`src/pmr_cfg.svh`:
```
`ifndef PMR_CFG_SVH
`define PMR_CFG_SVH

// apb address decode (byte addresses, one word per register)
`define PMR_ADDR_W 8
`define PMR_CAPS_ADDR 8'hA0
`define PMR_CSR_ADDR 8'hA4
`define PMR_LINK_ADDR 8'hA8

// control/status field positions
`define PMR_CSR_STAT_BIT 15
`define PMR_CSR_EN_BIT 8
`define PMR_CSR_PS_MSB 1
`define PMR_CSR_PS_LSB 0
`define PMR_CSR_RESET 16'h0000

// capabilities field positions and fixed values
`define PMR_CAPS_D3COLD_BIT 15
`define PMR_CAPS_WAKE_FIXED 4'hF
`define PMR_CAPS_DSUP_FIXED 2'h3
`define PMR_CAPS_RSVD_VAL 3'h0
`define PMR_CAPS_DSI_VAL 1'h0
`define PMR_CAPS_AUX_VAL 1'h1
`define PMR_CAPS_CLK_VAL 1'h0
`define PMR_CAPS_VERSION 3'h2
`define PMR_D3COLD_RESET 1'h1

// link status register bits
`define PMR_LINK_DRIVE_BIT 0
`define PMR_LINK_LINE_BIT 1
`define PMR_LINK_IRST_BIT 2
`define PMR_LINK_BRST_BIT 3

// internal reset pulse length in ref_clk cycles
`define PMR_IRST_CYCLES 3'h4

`endif

```
`src/pmr_pkg.sv`:
```
package pmr_pkg;

  typedef enum logic [1:0] {
    PMR_D0 = 2'h0,
    PMR_D1 = 2'h1,
    PMR_D2 = 2'h2,
    PMR_D3HOT = 2'h3
  } pmr_pstate_t;

  typedef enum logic [1:0] {
    PMR_IRST_IDLE = 2'h1,
    PMR_IRST_BUSY = 2'h2
  } pmr_irst_state_t;

endpackage

```
`src/pmr_regs.sv`:
```
// How it works
// - capability bits 8 to 6 always read as zero.
// - device-specific-initialization capability bit 5 always reads zero.
// - aux supply bit 4 reads zero whenever the D3cold wake bit is zero.
// - bit 3 says if wake needs the bus clock; zero if no wake.
// - capability bits 2 to 0 read the constant version code 010.
// - leaving D3hot for D0 outside bus reset pulses a function reset for other registers.
// - that internal reset leaves the control/status register untouched.
// - wake status sets on every wake event, enabled or not.
// - writing one clears wake status and releases the wake pin; zero ignored.
// - bus reset clears wake status only while wake is disabled.
// - data-scale field bits 14 to 13 always read zero.
// - data-select field bits 12 to 9 always read zero.
// - the wake pin is driven only while the wake enable bit is set.
// - wake enable survives bus reset; only global reset clears it.
// - control/status bits 7 to 2 always read zero.
// - power state field reads the current state and writes move it.
// - D3cold wake capability bit is writable and resets to one.
`timescale 1ns/1ps
`include "pmr_cfg.svh"
module pmr_regs (
  // clock and global reset
  input wire logic ref_clk,
  input wire logic rstn,
  // apb slave
  input wire logic psel,
  input wire logic penable,
  input wire logic pwrite,
  input wire logic [`PMR_ADDR_W-1:0] paddr,
  input wire logic [31:0] pwdata,
  input wire logic [3:0] pstrb,
  output logic [31:0] prdata,
  output logic pready,
  output logic pslverr,
  // pins from the bus side
  input wire logic bus_reset_n,
  input wire logic wake_event,
  // open-drain wake pin, active low
  input wire logic wake_n_i,
  output logic wake_n_o,
  output logic wake_n_oe,
  // state to the rest of the function
  output pmr_pkg::pmr_pstate_t power_state,
  output logic internal_reset
);
  import pmr_pkg::*;

  // pin synchronisers
  logic [2:0] pins_sync;
  logic bus_rst;
  logic wake_evt;
  logic wake_line_low;

  pmr_sync #(
    .W(3)
  ) u_sync (
    .ref_clk(ref_clk),
    .rstn(rstn),
    .async_in({~bus_reset_n, wake_event, ~wake_n_i}),
    .sync_out(pins_sync)
  );

  assign bus_rst = pins_sync[2];
  assign wake_evt = pins_sync[1];
  assign wake_line_low = pins_sync[0];

  // apb decode
  logic setup;
  logic access;
  logic wr_en;
  logic hit_caps;
  logic hit_csr;
  logic hit_link;
  logic hit_any;

  assign setup = psel && !penable;
  assign access = psel && penable;
  assign hit_caps = (paddr == `PMR_CAPS_ADDR);
  assign hit_csr = (paddr == `PMR_CSR_ADDR);
  assign hit_link = (paddr == `PMR_LINK_ADDR);
  assign hit_any = hit_caps || hit_csr || hit_link;
  assign wr_en = access && pwrite && hit_any;

  // zero-wait slave; unmapped addresses answer with an error
  assign pready = 1'b1;
  assign pslverr = access && !hit_any;

  // register state
  pmr_pstate_t pstate_r, pstate_nxt;
  logic wake_en_r, wake_en_nxt;
  logic wake_stat_r, wake_stat_nxt;
  logic d3cold_r, d3cold_nxt;
  logic [31:0] prdata_r, prdata_nxt;

  logic wr_lane0;
  logic wr_lane1;
  logic wake_clear;
  logic irst;

  assign wr_lane0 = wr_en && pstrb[0];
  assign wr_lane1 = wr_en && pstrb[1];
  assign wake_clear = wr_lane1 && hit_csr && pwdata[`PMR_CSR_STAT_BIT];

  // composed read views
  logic [15:0] caps_view;
  logic [15:0] csr_view;
  logic [15:0] link_view;
  logic aux_bit;
  logic clk_bit;
  logic any_wake_state;

  assign any_wake_state = d3cold_r || (|`PMR_CAPS_WAKE_FIXED);
  assign aux_bit = d3cold_r ? `PMR_CAPS_AUX_VAL : 1'b0;
  assign clk_bit = any_wake_state ? `PMR_CAPS_CLK_VAL : 1'b0;

  always_comb begin
    caps_view = 16'h0000;
    caps_view[`PMR_CAPS_D3COLD_BIT] = d3cold_r;
    caps_view[14:11] = `PMR_CAPS_WAKE_FIXED;
    caps_view[10:9] = `PMR_CAPS_DSUP_FIXED;
    caps_view[8:6] = `PMR_CAPS_RSVD_VAL;
    caps_view[5] = `PMR_CAPS_DSI_VAL;
    caps_view[4] = aux_bit;
    caps_view[3] = clk_bit;
    caps_view[2:0] = `PMR_CAPS_VERSION;
  end

  always_comb begin
    // scale, select and reserved fields stay at zero
    csr_view = 16'h0000;
    csr_view[`PMR_CSR_STAT_BIT] = wake_stat_r;
    csr_view[`PMR_CSR_EN_BIT] = wake_en_r;
    csr_view[`PMR_CSR_PS_MSB:`PMR_CSR_PS_LSB] = pstate_r;
  end

  always_comb begin
    link_view = 16'h0000;
    link_view[`PMR_LINK_DRIVE_BIT] = wake_n_oe;
    link_view[`PMR_LINK_LINE_BIT] = wake_line_low;
    link_view[`PMR_LINK_IRST_BIT] = irst;
    link_view[`PMR_LINK_BRST_BIT] = bus_rst;
  end

  // next-state logic for the power-management fields
  always_comb begin
    pstate_nxt = pstate_r;
    wake_en_nxt = wake_en_r;
    wake_stat_nxt = wake_stat_r;
    d3cold_nxt = d3cold_r;

    // only the writable bits of the capabilities word take writes
    if (wr_lane1 && hit_caps) begin
      d3cold_nxt = pwdata[`PMR_CAPS_D3COLD_BIT];
    end

    if (wr_lane0 && hit_csr) begin
      pstate_nxt = pmr_pstate_t'(pwdata[`PMR_CSR_PS_MSB:`PMR_CSR_PS_LSB]);
    end

    if (wr_lane1 && hit_csr) begin
      wake_en_nxt = pwdata[`PMR_CSR_EN_BIT];
    end

    // write-one-to-clear; a zero written leaves the bit alone
    if (wake_clear) begin
      wake_stat_nxt = 1'b0;
    end

    // bus reset: state back to D0, wake status only when wake is disabled
    if (bus_rst) begin
      pstate_nxt = PMR_D0;
      if (!wake_en_r) begin
        wake_stat_nxt = 1'b0;
      end
      // wake enable is kept here on purpose
      wake_en_nxt = wake_en_r;
    end

    // an event in the clearing cycle wins over the clear
    if (wake_evt) begin
      wake_stat_nxt = 1'b1;
    end
  end

  // read data is captured in the setup phase, valid through access
  always_comb begin
    prdata_nxt = prdata_r;
    if (setup && !pwrite) begin
      prdata_nxt = 32'h0000_0000;
      if (hit_caps) begin
        prdata_nxt[15:0] = caps_view;
      end
      if (hit_csr) begin
        prdata_nxt[15:0] = csr_view;
      end
      if (hit_link) begin
        prdata_nxt[15:0] = link_view;
      end
    end
  end

  // rstn is the global reset; the internal reset is not wired in here
  always_ff @(posedge ref_clk) begin
    if (!rstn) begin
      pstate_r <= PMR_D0;
      wake_en_r <= 1'b0;
      wake_stat_r <= 1'b0;
      d3cold_r <= `PMR_D3COLD_RESET;
      prdata_r <= 32'h0000_0000;
    end else begin
      // internal reset pulse has no effect on these fields
      pstate_r <= pstate_nxt;
      wake_en_r <= wake_en_nxt;
      wake_stat_r <= wake_stat_nxt;
      d3cold_r <= d3cold_nxt;
      prdata_r <= prdata_nxt;
    end
  end

  assign prdata = prdata_r;

  // internal function reset on leaving D3hot for D0
  pmr_reset_pulse u_irst (
    .ref_clk(ref_clk),
    .rstn(rstn),
    .pstate(pstate_r),
    .bus_rst(bus_rst),
    .irst(irst)
  );

  assign internal_reset = irst;
  assign power_state = pstate_r;

  // open-drain wake pin: pull low while status is set and enabled
  assign wake_n_o = 1'b0;
  assign wake_n_oe = wake_stat_r && wake_en_r;
endmodule // pmr_regs

```
`src/pmr_reset_pulse.sv`:
```
`timescale 1ns/1ps
`include "pmr_cfg.svh"
module pmr_reset_pulse (
  // clock and reset
  input wire logic ref_clk,
  input wire logic rstn,
  // power state watch
  input pmr_pkg::pmr_pstate_t pstate,
  input wire logic bus_rst,
  // internal function reset
  output logic irst
);
  import pmr_pkg::*;

  pmr_pstate_t prev_r, prev_nxt;
  pmr_irst_state_t state_r, state_nxt;
  logic [2:0] cnt_r, cnt_nxt;

  always_comb begin
    prev_nxt = pstate;
    state_nxt = state_r;
    cnt_nxt = cnt_r;
    unique case (state_r)
      PMR_IRST_IDLE: begin
        // bus reset already clears the function; no extra pulse then
        if (prev_r == PMR_D3HOT && pstate == PMR_D0 && !bus_rst) begin
          state_nxt = PMR_IRST_BUSY;
          cnt_nxt = `PMR_IRST_CYCLES - 3'h1;
        end
      end
      PMR_IRST_BUSY: begin
        if (cnt_r == 3'h0) begin
          state_nxt = PMR_IRST_IDLE;
        end else begin
          cnt_nxt = cnt_r - 3'h1;
        end
      end
      default: begin
        state_nxt = PMR_IRST_IDLE;
        cnt_nxt = 3'h0;
      end
    endcase
  end

  always_ff @(posedge ref_clk) begin
    if (!rstn) begin
      prev_r <= PMR_D0;
      state_r <= PMR_IRST_IDLE;
      cnt_r <= 3'h0;
    end else begin
      prev_r <= prev_nxt;
      state_r <= state_nxt;
      cnt_r <= cnt_nxt;
    end
  end

  assign irst = (state_r == PMR_IRST_BUSY);
endmodule // pmr_reset_pulse

```
`src/pmr_sync.sv`:
```
`timescale 1ns/1ps
module pmr_sync #(
  parameter int W = 1
) (
  // clock and reset
  input wire logic ref_clk,
  input wire logic rstn,
  // pins in, synchronised out
  input wire logic [W-1:0] async_in,
  output logic [W-1:0] sync_out
);
  logic [W-1:0] stage1_r;
  logic [W-1:0] stage2_r;

  always_ff @(posedge ref_clk) begin
    if (!rstn) begin
      stage1_r <= '0;
      stage2_r <= '0;
    end else begin
      stage1_r <= async_in;
      stage2_r <= stage1_r;
    end
  end

  assign sync_out = stage2_r;
endmodule // pmr_sync

```
`config.mk`:
```
export PLATFORM = sky130hd
export DESIGN_NAME = pmr_regs
export DESIGN_NICKNAME = d
export VERILOG_FILES = /design/src/pmr_pkg.sv /design/src/pmr_regs.sv /design/src/pmr_reset_pulse.sv /design/src/pmr_sync.sv
export VERILOG_INCLUDE_DIRS = /design/src /design/src/src
export SDC_FILE = /design/constraint.sdc
export NUM_CORES = 1
export LEC_CHECK = 0
export BUFFER_PORTS_ARGS = -buffer_cell sky130_fd_sc_hd__buf_4
export CORE_ASPECT_RATIO = 0.6
export CORE_MARGIN = 2
export CORE_UTILIZATION = 32
export DETAILED_ROUTE_END_ITERATION = 16
export SYNTH_ARGS = -nofsm -noshare
export SYNTH_HDL_FRONTEND = slang
export SYNTH_SLANG_ARGS = --single-unit
```
`constraint.sdc`:
```
create_clock -name ref_clk -period 4 [get_ports ref_clk]
set_input_delay 1 -clock ref_clk [delete_from_list [all_inputs] [get_ports ref_clk]]
set_output_delay 1 -clock ref_clk [all_outputs]
set_load 0.02 [all_outputs]
```
==> results.json <==
{
  "end_kind": "primary output",
  "r2r_setup_slack_ns": 2.48,
  "async_flop_share_pct": 0,
  "path_class": "primary input to primary output",
  "syn_inst": 161,
  "worstSetupStartpointType": "primary input",
  "r2r-end": "u_irst.cnt_r[0]$_SDFFE_PN0P_",
  "synth-edff-count": 0,
  "cts.htree.levels": 1,
  "instances_no_fill": 254,
  "post_cts_resized": 0,
  "crit_family": "simple AND/OR/NAND/NOR gates",
  "min_path_type": "flip-flop to flip-flop",
  "postSynthAreaPerCell_um2": 8.836,
  "core_um2": 4189,
  "cts_tree": "done",
  "nets": 251,
  "die_h_um": 55.65,
  "setup_viol": 0,
  "viasPerCell": 4.280,
  "grt_max_degree": 18,
  "power_leakage_nw": 0.7540,
  "cp.arrival_ns": 2.14,
  "portBuffers": 39,
  "final_antenna_net_count": 0,
  "grt_use_total_pct": 11.91,
  "synth_seq_cells": 26,
  "cts_made_buffers": 3,
  "finalWirelength_um": 2996,
  "fp-row-count": 18,
  "synth_top_cells_by_area": "dfxtp_1 37%, buf_4 14%, mux2i_1 4.9%, nand2_1 4.7%, ha_1 3.5%",
  "yosysTopAreaCell": "dfxtp_1",
  "first_iter_violations": 66,
  "netlist_area_um2": 1423,
  "crit_fanout": 9,
  "internal_power_uw": 417.9,
  "clock_sinks": 26,
  "firstDrtPassIters": 4,
  "postCtsHoldBufs": 0,
  "rsz0062_at_grt": "no",
  "yosysTopAreaCellShare_pct": 36.59,
  "dp_hpwl_um": 2316,
  "clk_path_buf_depth": 2,
  "cp_num_buf_inv": 2,
  "drive_above_1_share_pct": 27.32,
  "clock_latency_ns": 0.28,
  "peakVddDrop_mv": 0.1598,
  "ys_seq_area_share_pct": 36.59,
  "finalCriticalPeriod_ns": 3.143,
  "max_slew_margin_pct": 66.90,
  "startpoint": "paddr[1]",
  "status": "finished, final reports clean",
  "hold_viol_final": 0,
  "io_pins": 91,
  "area_growth_pct": 21.11,
  "skew_ns": 0.002420,
  "fillCellCount": 453,
  "combPwrFrac_pct": 11.0,
  "crit_path_end": "pslverr",
  "drv_cap": 0,
  "drc": 0,
  "seqPwrFrac_pct": 48.1,
  "post_cts_buffers": 0,
  "clock_power_share_pct": 40.9,
  "fin_util_pct": 41.13,
  "num_vias": 1087,
  "dp.cells": 250,
  "crit_path_frequent_cell": "buf_4",
  "max_freq_mhz": 318.2,
  "cp.required_ns": 3.00,
  "grt_antenna_before_repair": 0,
  "switching_share_pct": 23.78,
  "fin_tns_setup_ns": 0,
  "clk_pin_slew_ns": 0.09,
  "synthDistinctLibCells": 37,
  "ys_warn_count": 0,
  "start_util_pct": 33.96,
  "tightest_slew_ns": 0.4900,
  "die-area_um2": 5013,
  "grt_pass1_vias": 914,
  "netSwitchingPower_uw": 130.4,
  "worstReg2RegStart": "power_state[1]$_SDFFE_PP0P_",
  "slowest_delay_ns": 0.63,
  "diodes": 0,
  "ys.flop_type": "dfxtp_1",
  "place_congestion": 0.7183,
  "overflow": 0,
  "path_cells": "buf_4 > or4b_4 > nor2_1 > a21oi_1 > buf_4",
  "wire_per_inst_um": 11.80,
  "grt_pass1_wl_um": 4685,
  "power_density_nw_per_um2": 318.2,
  "cp.depth": 5,
  "final-max-slew-violation-count": 0,
  "die_w_um": 90.08,
  "period_share_pct": 78.57,
  "r2r_cells": 3,
  "cts-root-buf": "clkbuf_8",
  "critPathSlowestCell": "or4b_4"
}
## metrics by stage
step                      hold WS (ns)  instance area, um2  total power, mW  worst slack, ns
after floorplan                 0.4119                1494           0.3202            1.058
after global placement          0.4175                1652           0.3296           0.8591
after detailed placement        0.4208                1652           0.3297           0.8555
after CTS                       0.4436                1723           0.5516           0.8543
after global routing            0.4620                1723           0.5719           0.8113
final                           0.4421                1723           0.5483           0.8571
## metal layers
metal / vias up / part of all wire (%) / track usage, %
li1: 563 / - / -
met1: 479 / 55 / 18.99
met2: 41 / 36 / 13.96
met3: 4 / 8.2 / 5.149
met4: 0 / 0.70 / 2.637
met5: - / 0 / 0
## how the worst min path moves through the flow
stage / from / to / slack, ns / cells past startpoint
final: u_sync.stage1_r[0]$_SDFF_PN0_ / u_sync.sync_out[0]$_SDFF_PN0_ / 0.44 / 1
after global routing: u_sync.stage1_r[1]$_SDFF_PN0_ / u_sync.sync_out[1]$_SDFF_PN0_ / 0.46 / 1
after CTS: u_sync.stage1_r[2]$_SDFF_PN0_ / u_sync.sync_out[2]$_SDFF_PN0_ / 0.44 / 1
after detailed placement: u_sync.stage1_r[2]$_SDFF_PN0_ / u_sync.sync_out[2]$_SDFF_PN0_ / 0.42 / 1
after global placement: u_sync.stage1_r[2]$_SDFF_PN0_ / u_sync.sync_out[2]$_SDFF_PN0_ / 0.42 / 1
after floorplan: u_sync.stage1_r[0]$_SDFF_PN0_ / u_sync.sync_out[0]$_SDFF_PN0_ / 0.41 / 1
## registers in the layout (all words and copies together), names as in the netlist
name,cells
u_irst.prev_r,2
d3cold_r,1
u_sync.sync_out,3
u_irst.state_r,2
u_irst.cnt_r,3
wake_en_r,1
u_sync.stage1_r,3
wake_stat_r,1
power_state,2
prdata,8
## cell type report
cell class	count	area [um2]	share of cell area [%]
Tap cell	60	75.07	4.357
Sequential cell	26	520.5	30.21
Inverter	10	37.54	2.179
Clock inverter	1	30.03	1.743
Timing Repair Buffer	40	300.3	17.43
Clock buffer	3	41.29	2.397
Multi-Input combinational cell	114	718.2	41.68
## power groups by stage
stage / clock, mW / sequential (mW) / combinational (mW)
floorplan: 0 / 0.269 / 0.0512
global placement: 0 / 0.269 / 0.0602
detailed placement: 0 / 0.270 / 0.0601
CTS: 0.228 / 0.264 / 0.0604
global route: 0.243 / 0.264 / 0.0654
finish: 0.224 / 0.263 / 0.0605
## cell usage in the layout, fill, tap and decap left out, types with 2 or more instances in the layout
cell / Yosys / routed
a21oi_1: 7 / 7
and2_1: 7 / 7
buf_4: 26 / 40
clkbuf_8: 0 / 3
conb_1: 2 / 21
dfxtp_1: 26 / 26
ha_1: 4 / 4
inv_1: 10 / 10
mux2i_1: 7 / 7
nand2_1: 18 / 18
nand3_1: 5 / 5
nand4_1: 2 / 2
nor2_1: 11 / 11
nor4_2: 2 / 2
o21a_1: 3 / 3
o21ai_0: 6 / 6
or3b_2: 2 / 2
## synth_stat cells, types with 2 or more instances
library cell,count
nor4_2,2
nor2_1,11
and2_1,7
a21oi_1,7
or3b_2,2
conb_1,2
nand3_1,5
nand4_1,2
dfxtp_1,26
buf_4,26
o21a_1,3
ha_1,4
inv_1,10
o21ai_0,6
nand2_1,18
mux2i_1,7
clkbuf_1,3
## kinds of logic after synthesis
family	Yosys count	share of synthesized area (%)
fa+ha+maj	4	3.518
flops	26	36.59
simple gates	59	26.30
other cells	2	0.5279
mux	7	4.925
compound gates	23	10.20
buf+inv	40	17.94
No activity file was read; power rests on OpenSTA's default activity.
